## src/output_driver_pkg.sv

```systemverilog
// package: constants and carrier types for the addressable output driver
package output_driver_pkg;

    localparam int          NUM_OUTPUTS  = 8;
    localparam int          ADDR_BITS    = 3;
    localparam logic [7:0]  LATCH_RESET  = 8'h00;
    localparam logic        BIT_ON       = 1'b1;
    localparam int          SYNC_STAGES  = 2;

    // one host write: three address bits plus the on/off bit
    typedef struct packed {
        logic [ADDR_BITS-1:0] addr;
        logic                 on;
    } write_word_t;

    // synchronised pin levels
    typedef struct packed {
        logic        chip_en_n;
        logic        clear_n;
        write_word_t word;
    } pin_set_t;

endpackage

```

## src/pin_sync.sv

```systemverilog
// module: two flip-flop synchroniser for a group of pins
`timescale 1ns/10ps
module pin_sync #(
    parameter int WIDTH    = 6,
    parameter logic [WIDTH-1:0] RESET_VAL = '1
) (
    input  wire logic             i_clk,
    input  wire logic             i_rstn,
    input  wire logic [WIDTH-1:0] i_async,
    output logic      [WIDTH-1:0] o_sync
);

    typedef struct packed {
        logic [WIDTH-1:0] meta;
        logic [WIDTH-1:0] sync;
    } sync_state_t;

    sync_state_t state_q;
    sync_state_t state_d;

    // the two stages are written out by hand; a deeper chain needs new code
    if (WIDTH < 1 || output_driver_pkg::SYNC_STAGES != 2) begin : g_bad_param
        $error("pin_sync needs a width of at least one and exactly two stages");
    end

    always_comb begin
        state_d      = state_q;
        state_d.meta = i_async;
        // first stage feeds only the second
        state_d.sync = state_q.meta;
    end

    always_ff @(posedge i_clk or negedge i_rstn) begin
        if (!i_rstn) begin
            state_q <= {RESET_VAL, RESET_VAL};
        end else begin
            state_q <= state_d;
        end
    end

    assign o_sync = state_q.sync;

endmodule

```

## src/addressable_output_driver.sv

```systemverilog
// module: eight addressable output latches with chip enable and master clear
`timescale 1ns/10ps
// Overview of operation
// - eight latches, demultiplexer routes bit to one
// - three-bit address picks one distinct latch
// - single data bit sets or resets latch
// - latches hold value until rewritten or cleared
// - writes only while low chip enable asserted
// - low master clear turns all outputs off
// - four bits per write: address plus on/off
// - sinking variant: ON drives pin low
// - global clear ignores address inputs
module addressable_output_driver #(
    parameter int NUM_OUT = output_driver_pkg::NUM_OUTPUTS,
    parameter int ADDR_W  = output_driver_pkg::ADDR_BITS
) (
    input  wire logic               i_clk,
    input  wire logic               i_rstn,
    input  wire logic               i_chip_en_n,
    input  wire logic               i_clear_n,
    input  wire logic [ADDR_W-1:0]  i_addr,
    input  wire logic               i_data_on,
    output logic      [NUM_OUT-1:0] o_latch_on,
    output logic      [NUM_OUT-1:0] o_sink_out,
    output logic      [NUM_OUT-1:0] o_sink_oe
);

    // ------------------------------------------------------------
    // elaboration checks
    // ------------------------------------------------------------
    if (NUM_OUT != (1 << ADDR_W)) begin : g_bad_count
        $error("output count must equal two to the address width");
    end
    if (NUM_OUT != output_driver_pkg::NUM_OUTPUTS) begin : g_bad_reset
        $error("output count must match the latch reset width");
    end

    // ------------------------------------------------------------
    // pin synchronisers
    // ------------------------------------------------------------
    localparam int PW = ADDR_W + 3;

    logic [PW-1:0] pins_async;
    logic [PW-1:0] pins_sync;
    output_driver_pkg::pin_set_t pins;

    assign pins_async = {i_chip_en_n, i_clear_n, i_addr, i_data_on};

    // enables idle inactive so reset release does not look like a write
    pin_sync #(
        .WIDTH     (PW),
        .RESET_VAL ({2'b11, {(PW-2){1'b0}}})
    ) u_pin_sync (
        .i_clk   (i_clk),
        .i_rstn  (i_rstn),
        .i_async (pins_async),
        .o_sync  (pins_sync)
    );

    assign pins = output_driver_pkg::pin_set_t'(pins_sync);

    // ------------------------------------------------------------
    // latch state
    // ------------------------------------------------------------
    typedef struct packed {
        logic [NUM_OUT-1:0] latch;
    } drv_state_t;

    drv_state_t state_q;
    drv_state_t state_d;

    logic [NUM_OUT-1:0] sel;
    logic               write_en;

    // writes are level controlled: while enabled, the addressed latch follows the data bit
    assign write_en = !pins.chip_en_n;

    // one-hot demultiplexer, one select line per latch
    genvar g;
    generate
        for (g = 0; g < NUM_OUT; g++) begin : g_demux
            assign sel[g] = write_en && (pins.word.addr == ADDR_W'(g));
        end
    endgenerate

    always_comb begin
        state_d = state_q;
        if (!pins.clear_n) begin
            // clear ignores address and beats any concurrent write
            state_d.latch = output_driver_pkg::LATCH_RESET;
        end else begin
            for (int i = 0; i < NUM_OUT; i++) begin
                if (sel[i]) begin
                    state_d.latch[i] = (pins.word.on == output_driver_pkg::BIT_ON);
                end
            end
        end
    end

    always_ff @(posedge i_clk or negedge i_rstn) begin
        if (!i_rstn) begin
            state_q.latch <= output_driver_pkg::LATCH_RESET;
        end else begin
            state_q <= state_d;
        end
    end

    // ------------------------------------------------------------
    // outputs
    // ------------------------------------------------------------
    // sink pin: driven low while ON, released while OFF; data stays low, enable toggles
    assign o_latch_on = state_q.latch;
    assign o_sink_out = '0;
    assign o_sink_oe  = state_q.latch;
endmodule

```

## config.mk

```make
export PLATFORM = sky130hd
export DESIGN_NAME = addressable_output_driver
export DESIGN_NICKNAME = d
export VERILOG_FILES = /design/src/output_driver_pkg.sv /design/src/pin_sync.sv /design/src/addressable_output_driver.sv
export SDC_FILE = /design/constraint.sdc
export NUM_CORES = 1
export LEC_CHECK = 0
export BUFFER_PORTS_ARGS = -buffer_cell sky130_fd_sc_hd__buf_2
export CORE_ASPECT_RATIO = 1.4
export CORE_MARGIN = 2
export CORE_UTILIZATION = 45
export DETAILED_ROUTE_END_ITERATION = 10
export PLACE_DENSITY = 0.75
export SYNTH_ARGS = -nofsm -noshare
export SYNTH_HDL_FRONTEND = slang
export SYNTH_HIERARCHICAL = 1
export SYNTH_SLANG_ARGS = --single-unit
export TNS_END_PERCENT = 1
```

## constraint.sdc

```tcl
create_clock -name i_clk -period 1.9 [get_ports i_clk]
set_input_delay 0.095 -clock i_clk [delete_from_list [all_inputs] [get_ports i_clk]]
set_output_delay 0.095 -clock i_clk [all_outputs]
set_load 0.05 [all_outputs]
```

Yosys cells after proc, flatten, opt, wreduce, memory -nomap -nowiden. Cells that the tools add are included.

Output and inout port bits: 24. Flip-flop bits (word level): 20. Word-level logic and storage cells: 44.

Muxes and demuxes: 9. Reduce and logical (&&, ||, !) cells: 10. Equal/unequal tests: 15.

Operators with widths (number): inequality test 2 bit (second input constant) (8); equality test 3 bit (second input constant) (4); logical AND 1 bit (8); 2-to-1 mux 1 bit (8); 2-to-1 mux 8 bit (1); equality test 3 x 2 -> 1 bit (second input constant) (2); equality test 3 x 1 -> 1 bit (second input constant) (1); logical NOT 3 bit (1); logical NOT 1 bit (1).

Logic depth before layout (Yosys ltp).
Depth in word-level cells: 4. Mapped depth: 3. Gate-level depth less buffers: 2.

Modules after synthesis. The synthesis kept the hierarchy.

By module, submodules not included: addressable_output_driver (instances 1, area an instance 521.8 um2, sequential area each 200.2 um2, cells an instance 51); pin_sync (instances 1, area an instance 305.3 um2, sequential area each 305.3 um2, cells an instance 12).

Worst setup path before layout. OpenSTA, ideal clock, no wires.

Path type: register to register. Start: register u_pin_sync.state_q (netlist bit u_pin_sync/o_sync[2]). End: register state_q (netlist bit o_latch_on[1]). Path slack: 0.856 ns. Stages on the path, launching flop included: 3. Path buffers: 0. Data required time: 1.820 ns. Arrival time: 0.965 ns. Cells stage by stage: dfrtp_1 nor4b_1 mux2i_1.

Cells in the longest elaborated chain, start to end: 3.

RTL lines: from (decl) (line pin_sync.sv:18) `sync_state_t state_q;`; from (signal assigned) (line pin_sync.sv:35) `state_q <= {RESET_VAL, RESET_VAL};`; from (signal assigned) (line pin_sync.sv:37) `state_q <= state_d;`; equality test 3 x 1 -> 1 bit (line addressable_output_driver.sv:82) `assign sel[g] = write_en && (pins.word.addr == ADDR_W'(g));`; logical AND 1 bit (line addressable_output_driver.sv:82); inequality test 2 bit (no source line); to (signal assigned) (line addressable_output_driver.sv:104) `state_q <= state_d;`; to (decl) (line addressable_output_driver.sv:69) `drv_state_t state_q;`.

Every way passes these cells. A chain may end at the register's enable or synchronous reset.

Worst setup path after layout.
Start: register u_pin_sync.state_q (netlist bit u_pin_sync/o_sync[2]). End: register state_q (netlist bit o_latch_on[4]).

Cells in the longest elaborated chain, start to end: 3.

RTL lines (line): equality test 3 bit (addressable_output_driver.sv:82); logical AND 1 bit (addressable_output_driver.sv:82); inequality test 2 bit (no source line).

Every way passes these cells.

==> flow_metrics.env <==
export IMPL_htree_levels=1
export IMPL_gr_usage_all_layers_pct=13.3
export IMPL_clk_pin_slew_ns=0.10
export IMPL_worstPathMaxFanout=8
export IMPL_final_core_util_pct=54.9
export IMPL_hold_viol=0
export IMPL_min_path_type="in2async"
export IMPL_syn_to_final_growth_pct=16.6
export IMPL_synth_edf_count=0
export IMPL_coreArea_um2=1760
export IMPL_antenna_cells=0
export IMPL_p_int_uw=555
export IMPL_clkPwrFrac_pct=26.1
export IMPL_p_leak_nw=0.485
export IMPL_cts_tree="yes"
export IMPL_rows=18
export IMPL_pwr_share_comb_pct=13.9
export IMPL_cts_buffers=3
export IMPL_drive_above_1_share_pct=36.8
export IMPL_max_cap_violations=0
export IMPL_synthArstFlopShare_pct=100
export IMPL_synth_top_flop_cell="dfrtp_1"
export IMPL_wire_per_inst_um=11.3
export IMPL_yosysWarningCount=6
export IMPL_synth_top_area_cell="dfrtp_1"
export IMPL_netSwitchingFraction_pct=27.6
export IMPL_fin_skew_ns=0.00518
export IMPL_cts_root_buf="clkbuf_4"
export IMPL_regToRegSetupSlack_ns=0.75
export IMPL_power_frac_seq_pct=59.9
export IMPL_cts_resized=0
export IMPL_nNetsFinal=96
export IMPL_outcome="finished clean"
export IMPL_portBuffers=23
export IMPL_r2r_worst_path_cells=2
export IMPL_drtIter0Drc=2
export IMPL_switchingPower_uw=212
export IMPL_yosys_top_cells_count="buf_4, dfrtp_1, nand2_1, mux2i_1, dfstp_2"
export IMPL_ir_drop_mv=0.567
export IMPL_fmaxAchievable_mhz=868
export IMPL_cp_end_kind="flip-flop"
export IMPL_place_ws_ns=0.735
export IMPL_dr_total_vias=487
export IMPL_worstSetupPathType="reg2reg"
export IMPL_setup_worst_path_start_class="flip-flop"
export IMPL_gp_congestion=0.662
export IMPL_fillCellCount=156
export IMPL_yosys_area_top_type_share_pct=48.4
export IMPL_hpwl_um=829
export IMPL_grt_pass1_wl_um=1820
export IMPL_synth_seq_cells=20
export IMPL_die_area_um2=2200
export IMPL_clk_latency_ns=0.30
export IMPL_antenna_found_initial=0
export IMPL_io_pins=32
export IMPL_grt_pass1_vias=449
export IMPL_clockBufferDepth=2
export IMPL_layout_min_cycle_time_ns=1.15
export IMPL_wl_um=1210
export IMPL_fp_dieH_um=54.7
export IMPL_syn_instance_count=63
export IMPL_p_total_uw=767
export IMPL_seq_area_frac_synth_pct=61.1
export IMPL_cts_hold_buf=7
export IMPL_synth_cell_types=12
export IMPL_power_density_nw_per_um2=795
export IMPL_reg2reg_to="o_latch_on[4]$_DFFE_PN0P_"
export IMPL_cts_sinks=20
export IMPL_overflow=0
export IMPL_timing_hold_ws_ns=0.250
export IMPL_viasPerCell=4.55
export IMPL_netlist_area_um2=827
export IMPL_finalCritPeriodShare_pct=60.6
export IMPL_detail_route_antenna_nets=0
export IMPL_grt_max_degree=21
export IMPL_start_util_pct=47.1
export IMPL_synthTopCellsByArea="dfrtp_1, buf_4, dfstp_2"
export IMPL_fp_dieW_um=40.2
export IMPL_required_ns=2.12
export IMPL_rsz0062_at_grt="false"
export IMPL_setup_tns_ns=0
export IMPL_fin_ws_ns=0.748
export IMPL_finalSetupViolCount=0
export IMPL_postSynthAreaPerCell_um2=13.1
export IMPL_drtPass1Iterations=2
export IMPL_r2r_start="u_pin_sync/o_sync[2]$_DFF_PN0_"
export IMPL_slew_viol_final=0
export IMPL_worstPathArrival_ns=1.37
export IMPL_drc_errors=0
export IMPL_cts_setup_buffers=0
-- worst max path at each step --
stage,start,to,slack (ns)
2_1_floorplan,u_pin_sync/o_sync[2]$_DFF_PN0_,o_latch_on[1]$_DFFE_PN0P_,0.86
3_3_place_gp,u_pin_sync/o_sync[2]$_DFF_PN0_,o_latch_on[4]$_DFFE_PN0P_,0.73
3_5_place_dp,u_pin_sync/o_sync[2]$_DFF_PN0_,o_latch_on[4]$_DFFE_PN0P_,0.74
4_1_cts,u_pin_sync/o_sync[2]$_DFF_PN0_,o_latch_on[4]$_DFFE_PN0P_,0.71
5_1_grt,u_pin_sync/o_sync[3]$_DFF_PN0_,o_latch_on[1]$_DFFE_PN0P_,0.67
6_report,u_pin_sync/o_sync[2]$_DFF_PN0_,o_latch_on[4]$_DFFE_PN0P_,0.75
-- registers in the layout (all words and copies together) (netlist names) --
name and flops:
u_pin_sync/o_sync 6, o_latch_on 8, u_pin_sync/state_d 6
-- critical path, cell delays in order (launching register included) --
cell and delay [ns]:
dfrtp_1 0.45, nor4b_1 0.40, mux2i_1 0.22
-- cells in the final DEF (no fill, tap or decap), drive strengths merged --
cell type,instances
and4bb,3
dfstp,4
dfrtp,16
mux2i,8
conb,8
nand4b,1
buf,23
nor4,1
clkbuf,4
nand2,9
dlygate4sd3,7
nor4b,3
-- per-layer routing --
layer | vias up | wire length [um] | GRT usage, %
met5 | - | 0 | 0
met4 | 0 | 45 | 11.7
met3 | 5 | 60 | 3.66
met2 | 18 | 640 | 20.4
met1 | 224 | 458 | 14.6
li1 | 240 | - | -
-- cell families (layout without fill, tap and decap cells) --
kind of cell / count (synthesis) / in the layout / synth area share [%]
flip-flops: 20 / 20 / 61.1
AND/OR/NAND/NOR: 17 / 17 / 13.6
multiplexers: 8 / 8 / 9.68
buffers and inverters: 17 / 34 / 15.1
other: 1 / 8 / 0.453
-- stage by stage --
| step | area [um^2] | std cells |
|---|---|---|
| after floorplan | 853 | 70 |
| after CTS | 965 | 107 |
| after global routing | 965 | 107 |
| after detailed placement | 868 | 96 |
| final | 965 | 107 |
| after global placement | 868 | 96 |
-- power groups by stage --
stage | Combinational (mW) | Sequential (mW) | Clock [mW]
finish | 0.107 | 0.460 | 0.200
global placement | 0.0961 | 0.466 | 0
CTS | 0.108 | 0.460 | 0.210
floorplan | 0.0808 | 0.476 | 0
global route | 0.114 | 0.463 | 0.226
detailed placement | 0.0967 | 0.468 | 0
-- final cells by class --
cell class | count | area [um^2] | share of cell area, %
sequential | 20 | 505 | 52.4
multi-input combinational | 33 | 223 | 23.1
timing repair buffer | 30 | 185 | 19.2
clock buffer | 4 | 26.3 | 2.72
tap | 20 | 25.0 | 2.59
(Power assumes the default switching activity.)
